File: src/hw/bsi_pkg.sv
package bsi_pkg;

  localparam int unsigned BSI_BSR_LEN = 132;
  localparam int unsigned BSI_IR_W    = 3;

  localparam logic [2:0] BSI_IR_EXTEST = 3'h0;
  localparam logic [2:0] BSI_IR_SAMPLE = 3'h1;
  localparam logic [2:0] BSI_IR_FLOAT  = 3'h4;
  localparam logic [2:0] BSI_IR_RESET  = 3'h7;

  localparam logic [1:0] BSI_IR_CAPTURE_LOW = 2'h1;

  localparam logic [2:0] BSI_TMS_RESET_EDGES = 3'h5;

  typedef enum logic [3:0] {
    BSI_TLR,
    BSI_IDLE,
    BSI_SEL_DR,
    BSI_CAP_DR,
    BSI_SH_DR,
    BSI_EX1_DR,
    BSI_PAU_DR,
    BSI_EX2_DR,
    BSI_UPD_DR,
    BSI_SEL_IR,
    BSI_CAP_IR,
    BSI_SH_IR,
    BSI_EX1_IR,
    BSI_PAU_IR,
    BSI_EX2_IR,
    BSI_UPD_IR
  } bsi_tap_e;

endpackage

File: src/hw/bsi_tap.sv
`timescale 1ns/1ps
`default_nettype none

// Function
// - Code 001 places the 132-bit boundary register between data in and out.
// - Sample/preload captures system pin values at capture-DR on TCK rise.
// - Shifting the snapshot never disturbs system operation or driven pins.
// - Preload fills boundary output bits before external test takes effect.
// - Codes X1X and 101 select the one-bit bypass path.
// - Bypass stage loads zero at capture-DR, so first bit out is zero.
// - Code 100 floats every output driver and selects bypass.
// - Power-on reset clears both system and scan logic.
// - During power-on reset the controller stays in test-logic-reset.
// - Five consecutive TMS-high TCK rises force test-logic-reset.
// - Undriven or high TMS keeps test-logic-reset; TMS and TDI idle high.
// - TCK still clocks in low-power halt; leaving reset only costs power.
// - 3-bit instruction register updates only in update-IR, presets to ones.
// - Capture-IR loads 01 low and crystal missing flag into bit 2.
// - Code 000 selects boundary register and holds system logic in reset.
module bsi_tap
  import bsi_pkg::*;
#(
  parameter int unsigned BSR_LEN = BSI_BSR_LEN
) (
  input  wire logic               ref_clk_i,
  input  wire logic               rst_n_i,
  input  wire logic               ce_i,
  input  wire logic               tck_i,
  input  wire logic               tms_i,
  input  wire logic               tdi_i,
  input  wire logic [BSR_LEN-1:0] sys_capture_i,
  input  wire logic               crystal_missing_flag_i,
  input  wire logic               low_power_halt_i,
  output logic                    tdo_o,
  output logic                    tdo_oe_n_o,
  output logic [BSR_LEN-1:0]      bsr_out_o,
  output logic                    pin_drive_o,
  output logic                    outputs_float_instruction_o,
  output logic                    sys_reset_o,
  output logic                    min_power_o
);

  typedef struct packed {
    logic [2:0]         tck_s;
    logic [2:0]         tms_s;
    logic [2:0]         tdi_s;
    logic               tck_lvl;
    logic               tms_lvl;
    logic               tdi_lvl;
    bsi_tap_e           tap;
    logic [2:0]         tms_run;
    logic [2:0]         ir_sh;
    logic [2:0]         ir_q;
    logic [BSR_LEN-1:0] bsr_sh;
    logic [BSR_LEN-1:0] bsr_upd;
    logic               byp;
    logic               tdo;
    logic               tdo_oe_n;
    logic               pin_drive;
    logic               float_out;
    logic               sys_reset;
    logic               min_power;
  } bsi_state_s;

  bsi_state_s q;
  bsi_state_s d;
  logic       rise;
  logic       fall;
  logic       adv;
  logic       bsr_sel;

  // Edges counted only once stages two and three agree
  assign rise    = q.tck_s[1] & q.tck_s[2] & ~q.tck_lvl;
  assign fall    = ~q.tck_s[1] & ~q.tck_s[2] & q.tck_lvl;
  assign adv     = ce_i & rise;
  assign bsr_sel = (q.ir_q == BSI_IR_EXTEST) || (q.ir_q == BSI_IR_SAMPLE);

  always_comb
  begin
    d = q;
    d.tck_s = {q.tck_s[1:0], tck_i};
    d.tms_s = {q.tms_s[1:0], tms_i};
    d.tdi_s = {q.tdi_s[1:0], tdi_i};
    if (q.tck_s[1] == q.tck_s[2])
    begin
      d.tck_lvl = q.tck_s[1];
    end
    if (q.tms_s[1] == q.tms_s[2])
    begin
      d.tms_lvl = q.tms_s[1];
    end
    if (q.tdi_s[1] == q.tdi_s[2])
    begin
      d.tdi_lvl = q.tdi_s[1];
    end
    if (rise)
    begin
      // Controller steps on TCK rise only
      unique case (q.tap)
        BSI_TLR:    d.tap = q.tms_lvl ? BSI_TLR : BSI_IDLE;
        BSI_IDLE:   d.tap = q.tms_lvl ? BSI_SEL_DR : BSI_IDLE;
        BSI_SEL_DR: d.tap = q.tms_lvl ? BSI_SEL_IR : BSI_CAP_DR;
        BSI_CAP_DR: d.tap = q.tms_lvl ? BSI_EX1_DR : BSI_SH_DR;
        BSI_SH_DR:  d.tap = q.tms_lvl ? BSI_EX1_DR : BSI_SH_DR;
        BSI_EX1_DR: d.tap = q.tms_lvl ? BSI_UPD_DR : BSI_PAU_DR;
        BSI_PAU_DR: d.tap = q.tms_lvl ? BSI_EX2_DR : BSI_PAU_DR;
        BSI_EX2_DR: d.tap = q.tms_lvl ? BSI_UPD_DR : BSI_SH_DR;
        BSI_UPD_DR: d.tap = q.tms_lvl ? BSI_SEL_DR : BSI_IDLE;
        BSI_SEL_IR: d.tap = q.tms_lvl ? BSI_TLR : BSI_CAP_IR;
        BSI_CAP_IR: d.tap = q.tms_lvl ? BSI_EX1_IR : BSI_SH_IR;
        BSI_SH_IR:  d.tap = q.tms_lvl ? BSI_EX1_IR : BSI_SH_IR;
        BSI_EX1_IR: d.tap = q.tms_lvl ? BSI_UPD_IR : BSI_PAU_IR;
        BSI_PAU_IR: d.tap = q.tms_lvl ? BSI_EX2_IR : BSI_PAU_IR;
        BSI_EX2_IR: d.tap = q.tms_lvl ? BSI_UPD_IR : BSI_SH_IR;
        BSI_UPD_IR: d.tap = q.tms_lvl ? BSI_SEL_DR : BSI_IDLE;
      endcase
      // Run length of TMS high, helper for the reset check
      if (!q.tms_lvl)
      begin
        d.tms_run = '0;
      end
      else if (q.tms_run != BSI_TMS_RESET_EDGES)
      begin
        d.tms_run = q.tms_run + 3'h1;
      end
      unique case (q.tap)
        BSI_CAP_IR: d.ir_sh = {crystal_missing_flag_i, BSI_IR_CAPTURE_LOW};
        BSI_SH_IR:  d.ir_sh = {q.tdi_lvl, q.ir_sh[2:1]};
        BSI_UPD_IR: d.ir_q = q.ir_sh;
        BSI_CAP_DR:
        begin
          if (bsr_sel)
          begin
            d.bsr_sh = sys_capture_i;
          end
          else
          begin
            d.byp = 1'b0;
          end
        end
        BSI_SH_DR:
        begin
          if (bsr_sel)
          begin
            d.bsr_sh = {q.tdi_lvl, q.bsr_sh[BSR_LEN-1:1]};
          end
          else
          begin
            d.byp = q.tdi_lvl;
          end
        end
        // Preload lands here ahead of external
        BSI_UPD_DR:
        begin
          if (bsr_sel)
          begin
            d.bsr_upd = q.bsr_sh;
          end
        end
        default:
        begin
        end
      endcase
    end
    if (fall)
    begin
      // TDO moves on TCK fall, driven only while shifting
      d.tdo_oe_n = ~((q.tap == BSI_SH_DR) || (q.tap == BSI_SH_IR));
      if (q.tap == BSI_SH_IR)
      begin
        d.tdo = q.ir_sh[0];
      end
      else
      begin
        d.tdo = bsr_sel ? q.bsr_sh[0] : q.byp;
      end
    end
    // Instruction preset while in test-logic-reset
    if (d.tap == BSI_TLR)
    begin
      d.ir_q = BSI_IR_RESET;
    end
    d.pin_drive = (d.ir_q == BSI_IR_EXTEST);
    d.float_out = (d.ir_q == BSI_IR_FLOAT);
    d.sys_reset = (d.ir_q == BSI_IR_EXTEST);
    // Halt is not blocked; only power saving is lost outside reset
    d.min_power = low_power_halt_i & (d.tap == BSI_TLR);
  end

  // Power-on reset is the async reset of the whole port
  always_ff @(posedge ref_clk_i or negedge rst_n_i)
  begin
    if (!rst_n_i)
    begin
      q          <= '0;
      // Levels start high like the pulled-up pins, so no false edge follows reset
      q.tck_s    <= 3'h7;
      q.tms_s    <= 3'h7;
      q.tdi_s    <= 3'h7;
      q.tck_lvl  <= 1'b1;
      q.tms_lvl  <= 1'b1;
      q.tdi_lvl  <= 1'b1;
      q.tap      <= BSI_TLR;
      q.ir_q     <= BSI_IR_RESET;
      q.ir_sh    <= BSI_IR_RESET;
      q.tdo_oe_n <= 1'b1;
      q.tdo      <= 1'b1;
    end
    else if (ce_i)
    begin
      q <= d;
    end
  end

  assign tdo_o                       = q.tdo;
  assign tdo_oe_n_o                  = q.tdo_oe_n;
  assign bsr_out_o                   = q.bsr_upd;
  assign pin_drive_o                 = q.pin_drive;
  assign outputs_float_instruction_o = q.float_out;
  assign sys_reset_o                 = q.sys_reset;
  assign min_power_o                 = q.min_power;

  property p_ir_capture;
    @(posedge ref_clk_i) disable iff (!rst_n_i)
    (adv && q.tap == BSI_CAP_IR) |=> (q.ir_sh == {$past(crystal_missing_flag_i), BSI_IR_CAPTURE_LOW});
  endproperty
  a_ir_capture: assert property (p_ir_capture) else $error("capture-IR value wrong");

  property p_ir_preset;
    @(posedge ref_clk_i) disable iff (!rst_n_i)
    (q.tap == BSI_TLR) |-> (q.ir_q == BSI_IR_RESET);
  endproperty
  a_ir_preset: assert property (p_ir_preset) else $error("instruction not preset in reset state");

  property p_ir_hold;
    @(posedge ref_clk_i) disable iff (!rst_n_i)
    (!(adv && q.tap == BSI_UPD_IR) && d.tap != BSI_TLR) |=> $stable(q.ir_q);
  endproperty
  a_ir_hold: assert property (p_ir_hold) else $error("instruction changed outside update-IR");

  property p_byp_zero;
    @(posedge ref_clk_i) disable iff (!rst_n_i)
    (adv && q.tap == BSI_CAP_DR && !bsr_sel) |=> !q.byp;
  endproperty
  a_byp_zero: assert property (p_byp_zero) else $error("bypass did not capture zero");

  property p_bsr_capture;
    @(posedge ref_clk_i) disable iff (!rst_n_i)
    (adv && q.tap == BSI_CAP_DR && bsr_sel) |=> (q.bsr_sh == $past(sys_capture_i));
  endproperty
  a_bsr_capture: assert property (p_bsr_capture) else $error("boundary snapshot wrong");

  property p_upd_hold;
    @(posedge ref_clk_i) disable iff (!rst_n_i)
    !(adv && q.tap == BSI_UPD_DR) |=> $stable(q.bsr_upd);
  endproperty
  a_upd_hold: assert property (p_upd_hold) else $error("pin values disturbed by shift");

  property p_five_tms;
    @(posedge ref_clk_i) disable iff (!rst_n_i)
    (q.tms_run == BSI_TMS_RESET_EDGES) |-> (q.tap == BSI_TLR);
  endproperty
  a_five_tms: assert property (p_five_tms) else $error("five TMS highs did not reset");

  property p_float;
    @(posedge ref_clk_i) disable iff (!rst_n_i)
    outputs_float_instruction_o == (q.ir_q == BSI_IR_FLOAT);
  endproperty
  a_float: assert property (p_float) else $error("float output mismatch");

  property p_sys_reset;
    @(posedge ref_clk_i) disable iff (!rst_n_i)
    (sys_reset_o == (q.ir_q == BSI_IR_EXTEST)) && (pin_drive_o == sys_reset_o);
  endproperty
  a_sys_reset: assert property (p_sys_reset) else $error("external test reset mismatch");

  property p_tdo_fall;
    @(posedge ref_clk_i) disable iff (!rst_n_i)
    !(ce_i && fall) |=> ($stable(tdo_o) && $stable(tdo_oe_n_o));
  endproperty
  a_tdo_fall: assert property (p_tdo_fall) else $error("TDO changed off a falling edge");

  property p_tdo_oe;
    @(posedge ref_clk_i) disable iff (!rst_n_i)
    (ce_i && fall) |=> (tdo_oe_n_o != (($past(q.tap) == BSI_SH_DR) || ($past(q.tap) == BSI_SH_IR)));
  endproperty
  a_tdo_oe: assert property (p_tdo_oe) else $error("TDO enable outside shift states");

  property p_min_power;
    @(posedge ref_clk_i) disable iff (!rst_n_i)
    ce_i |=> (min_power_o == ($past(low_power_halt_i) && (q.tap == BSI_TLR)));
  endproperty
  a_min_power: assert property (p_min_power) else $error("power saving status wrong");

  c_sample: cover property (@(posedge ref_clk_i) disable iff (!rst_n_i)
    adv && q.tap == BSI_CAP_DR && q.ir_q == BSI_IR_SAMPLE);
  c_float: cover property (@(posedge ref_clk_i) disable iff (!rst_n_i) outputs_float_instruction_o);
  c_extest: cover property (@(posedge ref_clk_i) disable iff (!rst_n_i) adv && q.tap == BSI_UPD_DR && pin_drive_o);
  c_bypass: cover property (@(posedge ref_clk_i) disable iff (!rst_n_i) adv && q.tap == BSI_CAP_DR && !bsr_sel);
  c_five_tms: cover property (@(posedge ref_clk_i) disable iff (!rst_n_i) q.tms_run == BSI_TMS_RESET_EDGES);

endmodule

`default_nettype wire

File: config.mk
export PLATFORM = sky130hd
export DESIGN_NAME = bsi_tap
export DESIGN_NICKNAME = d
export VERILOG_FILES = /design/src/hw/bsi_pkg.sv /design/src/hw/bsi_tap.sv
export SDC_FILE = /design/constraint.sdc
export NUM_CORES = 1
export LEC_CHECK = 0
export BUFFER_PORTS_ARGS = -buffer_cell sky130_fd_sc_hd__buf_2
export CAP_MARGIN = 10
export CORE_UTILIZATION = 55
export CTS_CLUSTER_DIAMETER = 40
export DETAILED_ROUTE_END_ITERATION = 8
export PLACE_DENSITY = 0.8
export SLEW_MARGIN = 20
export SYNTH_ARGS = -nofsm -noshare
export SYNTH_HDL_FRONTEND = slang
export SYNTH_SLANG_ARGS = --single-unit
File: constraint.sdc
create_clock -name ref_clk_i -period 2.2 [get_ports ref_clk_i]
set_input_delay 0.44 -clock ref_clk_i [delete_from_list [all_inputs] [get_ports ref_clk_i]]
set_output_delay 0.44 -clock ref_clk_i [all_outputs]
set_load 0.01 [all_outputs]
Word-level counts from Yosys, hierarchy flattened
Cells that the tools add are included.

cells by class
  $add $sub $neg = 1
  multipliers = 0
  div/mod/pow operators = 0
  magnitude comparators = 0
  eq/ne operators = 26
  shifts and indexed selects = 0
  mux-type cells = 29
  bitwise logic cells = 9
  reduce and logical (&&, ||, !) cells = 20

operators by type and width
  cell                                                  number
  2-to-1 mux 132 bit                                    4
  2-to-1 mux 278 bit                                    1
  case mux 132 bit (2 select lines)                     1
  case mux 4 bit (12 select lines)                      1
  equality test 4 bit (second input constant)           8
  2-to-1 mux 3 bit                                      6
  equality test 4 x 3 -> 1 bit (second input constant)  4
  2-to-1 mux 4 bit                                      4
  AND reduction 5 bit                                   2
  equality test 4 x 2 -> 1 bit (second input constant)  2
  zero test 4 bit                                       2
  != test 2 bit (second input constant)                 4
  AND reduction 2 bit                                   4
  2-to-1 mux 1 bit                                      7
  zero test 3 bit                                       2
  2-to-1 mux 2 bit                                      3
  case mux 3 bit (2 select lines)                       1
  AND reduction 3 bit                                   2
  bitwise AND 1 bit                                     5
  equality test 4 x 1 -> 1 bit (second input constant)  1
  NOT 1 bit                                             4
  AND reduction 4 bit                                   1
  nonzero test 2 bit                                    2
  OR reduction 2 bit                                    2
  9 further kinds                                       12

storage, ports and cells
  register bits after elaboration = 295
  latch bits = 0
  RAM bits = 0
  ROM bits = 0
  input port bits = 140
  word-level logic and storage cells = 103
  memories = 0

Logic depth before layout (Yosys ltp)
  word-level depth = 8
  gate-level depth with buffers = 9
  depth with buffers taken out = 6

Least setup slack after synthesis
OpenSTA, ideal clock, no wires.

  path kind = flip-flop to flip-flop
  start point = register q, in the netlist d[295]
  end point = register q, in the netlist bsr_out_o[100]
  library setup time = 0.125 ns
  arrival time = 1.789 ns
  required time = 2.075 ns
  slack = 0.286 ns
  cell stages (with the launch flop) = 8
  period minus slack after synthesis = 1.914 ns
  cell sequence = dfstp_2 > ha_1 > and3b_1 > clkbuf_1 > nand4_1 > buf_2 > buf_2 > mux2_2

between the ends
  cells in the longest elaborated chain, start to end = 3

ends and longest elaborated chain
  item                                  RTL line       RTL
  from (decl)                           bsi_tap.sv:65  bsi_state_s q;
  bitwise AND 1 bit (2 in series)       bsi_tap.sv:73  assign rise = q.tck_s[1] & q.tck_s[2] & ~q.tck_lvl;
  AND reduction 4 bit (no source line)  -

Every way passes these cells.
A chain may end at the register's enable or synchronous reset.

Final worst setup path
  start point = register q, in the netlist d[295]
  end point = register q[203] (netlist bit)

between the ends
  cells in the longest elaborated chain, start to end = 3

ends and longest elaborated chain
  item                                  RTL line
  bitwise AND 1 bit (2 in series)       bsi_tap.sv:73
  AND reduction 5 bit (no source line)  -

Every way passes these cells.

==> flow_metrics.py <==
metrics = {
    "run_status": {
        "status": "complete, no violations",
    },
    "detailed_routing": {
        "wl_met1_mm": 12.7,
        "drcViolationCount": 0,
        "vias_per_cell": 5.45,
        "dr.pass1.iters": 5,
        "drtIter0Drc": 650,
        "dr_wl_met2_mm": 14.9,
        "wl_per_cell_um": 17.0,
        "dr_total_vias": 9730,
        "route.top_layer_used": "met4",
        "wl_mm": 30.4,
        "ant_nets": 0,
        "wl_met3_mm": 2.06,
    },
    "yosys": {
        "synth-xor-area-share_pct": 0.0664,
        "synth_top_family_by_area": "simple AND/OR/NAND/NOR gates",
        "syn_avg_cell_area_um2": 10.2,
        "synthMuxAreaShare_pct": 11.8,
        "synth_edf_count": 0,
        "synthTopCellsByArea": "dfrtp_1, mux2_2, nand2_1, buf_4, a31oi_1",
        "synthAdderAreaFrac_pct": 0.190,
        "synth.most_common_cell": "nand2_1",
        "synth.distinct_cells": 37,
        "yosysTopAreaCellShare_pct": 51.6,
        "yosysTopAreaCell": "dfrtp_1",
        "synth-seq-cells": 292,
        "syn_area_mm2": 0.0132,
        "synthArstFlopShare_pct": 100,
        "synthFlopType": "dfrtp_1",
        "synthSimpleGateAreaFrac_pct": 13.1,
        "ys_warn_count": 0,
        "syn_inst": 1290,
        "synth-compound-area-share_pct": 8.66,
        "yosys-top-cells-count": "nand2_1, dfrtp_1, nor2_1",
        "synth_fp_nets": 1432,
        "seq_area_frac_synth_pct": 55.6,
    },
    "place": {
        "post-dp-hpwl_mm": 19.9,
        "placed_area_mm2": 0.0141,
        "gp_congestion": 0.845,
        "portBuffers": 277,
    },
    "power": {
        "vdd_drop_max_mv": 0.709,
        "cellLeakagePower_nw": 8.25,
        "fin_total_pwr_w": 0.0134,
        "p_per_area_mw_per_mm2": 866,
    },
    "clocking": {
        "cts_root_buf": "clkbuf_16",
        "cts_tree": "done",
        "numCtsBuffers": 40,
        "clockBufferDepth": 3,
        "clkTransAtPathRegs_ns": 0.06,
        "clock_latency_ns": 0.51,
        "clkSinkCount": 292,
        "htreeDepth": 2,
    },
    "die": {
        "initial_core_util_pct": 56.2,
        "ios": 278,
        "dieArea_mm2": 0.0246,
        "core_mm2": 0.0235,
        "dieHeight_um": 157,
        "num_rows": 56,
        "dieWidth_um": 157,
    },
    "worst_hold_path": {
        "min_path_type": "in -> reg",
        "hp-start": "tdi_i",
        "hold_depth": 2,
        "whs_endpoint": "d[288]",
    },
    "worst_setup_path": {
        "path_class": "reg -> reg",
        "worstReg2RegStart": "d[295]",
        "cp.required_ns": 2.62,
        "r2r-end": "q[203]",
        "start_kind": "flip-flop",
        "reg2reg_depth": 9,
        "critPathMaxFanout": 38,
        "critPathArrivalTime_ns": 2.49,
        "endpoint_kind": "flip-flop",
        "regToRegSetupSlack_ns": 0.13,
    },
    "sta": {
        "period_minus_slack_ns": 2.07,
        "finalHoldViolCount": 0,
        "fmax_mhz": 483,
        "post-route-period-util_pct": 94.1,
        "drv_slew": 0,
        "max_slew_margin_pct": 62.6,
        "skew_ns": 0.0179,
        "finalSetupViolCount": 0,
        "worst_slew_pin_slew_ns": 0.561,
    },
    "job": {
        "cap_violations": 0,
    },
    "global_routing": {
        "grt_use_total_pct": 24.6,
        "grt_pass1_vias": 9516,
        "grt_overflow_total": 0,
        "grt_pass1_wl_mm": 48.1,
        "antenna_found_initial": 0,
        "grt_max_degree": 121,
    },
    "cells_and_area": {
        "design_area_mm2": 0.0155,
        "fillers": 1759,
        "area_delta_synth_final_pct": 17.3,
        "layout-drive-gt1-share_pct": 37.4,
        "multi_input_area_mm2": 0.00449,
        "n_antenna_cell": 0,
        "seqCellArea_mm2": 0.00733,
        "nets": 1581,
    },
}
layout make-up:
type                            instances  share of cell area, %
Tap cell                              319                   2.58
Sequential cell                       292                   47.4
Clock inverter                         22                   1.50
Timing Repair Buffer                  321                   12.4
Multi-Input combinational cell        775                   29.0
Clock buffer                           48                   6.99
Inverter                                9                  0.218
report_power, final:
part           internal, W  switching [W]
Combinational     0.000525       0.000957
Clock              0.00390        0.00239
Sequential         0.00551       0.000121
Total              0.00994        0.00347
critical path, cell delays in order, from the launching register on:
cell and delay (ns):
dfstp_2 0.54, ha_1 0.17, and3b_1 0.21, nand2_1 0.10
a211oi_4 0.18, buf_4 0.16, buf_6 0.18, buf_12 0.21
nor2_1 0.06, a31oi_1 0.16
flip-flops by register name, summed over array words and instances (netlist names):
signal	cells
q	149
bsr_out_o	132
d	6
min_power_o	1
outputs_float_instruction_o	1
sys_reset_o	1
tdo_o	1
tdo_oe_n_o	1
how the worst max path moves through the flow:
stage	startpoint	end	slack, ns	cells past startpoint
after floorplan	d[295]	bsr_out_o[100]	0.29	7
after global placement	d[295]	q[154]	0.14	8
after detailed placement	d[295]	q[150]	0.07	8
after CTS	d[295]	q[203]	0.06	8
after global routing	d[295]	q[209]	-0.0009	9
final	d[295]	q[203]	0.13	9
metrics by stage:
| stage | hold slack, ns | utilization (%) | worst slack [ns] | cells | setup TNS, ns |
|---|---|---|---|---|---|
| 2_1_floorplan | 0.144 | - | 0.286 | 1290 | 0 |
| 3_3_place_gp | 0.439 | 60.1 | 0.142 | 1712 | 0 |
| 3_5_place_dp | 0.445 | 60.1 | 0.0711 | 1712 | 0 |
| 4_1_cts | 0.148 | 65.8 | 0.0555 | 1783 | 0 |
| 5_1_grt | 0.159 | 65.9 | -0.000923 | 1786 | -0.000923 |
| 6_report | 0.170 | 65.9 | 0.130 | 1786 | 0 |
cell usage in the layout (no fill, tap or decap), types with 2 or more instances in the layout:
cell type,instances
buf_6,2
buf_4,27
nor2_1,143
buf_12,12
clkbuf_8,3
inv_6,6
nor2b_1,3
o31ai_1,2
nand3_1,6
mux2_2,137
nand2_1,285
ha_1,2
or2_2,2
a21oi_1,10
clkbuf_16,42
clkinv_4,3
nor3b_1,2
bufinv_16,3
clkinvlp_4,3
buf_2,276
o22ai_1,3
nor3_1,2
clkbuf_1,4
o22a_1,3
mux2i_1,2
dfrtp_1,272
dfstp_2,20
clkinv_2,6
a31oi_1,137
buf_8,2
o2bb2ai_1,2
inv_1,7
o21ai_0,21
logic make-up (layout without fill, tap and decap cells):
kind of cell,after synthesis,count (layout)
fa+ha+maj,2,2
simple gates,449,449
xor+xnor,1,1
compound gates,184,184
mux,139,139
buf+inv,223,400
flops,292,292
metal layers:
metal  GRT usage [%]  vias up
met3            5.73       63
li1                -     4519
met4            7.66        0
met5               0        -
met2            41.2      344
met1            31.8     4804
repair_timing:
action,in CTS,in global routing
endpoints found under the setup margin,0,117
buffers inserted,0,2
endpoints found under the hold margin,55,0
gates resized for setup,0,5
hold buffers,1,0
No activity file was read; power rests on OpenSTA's default activity.
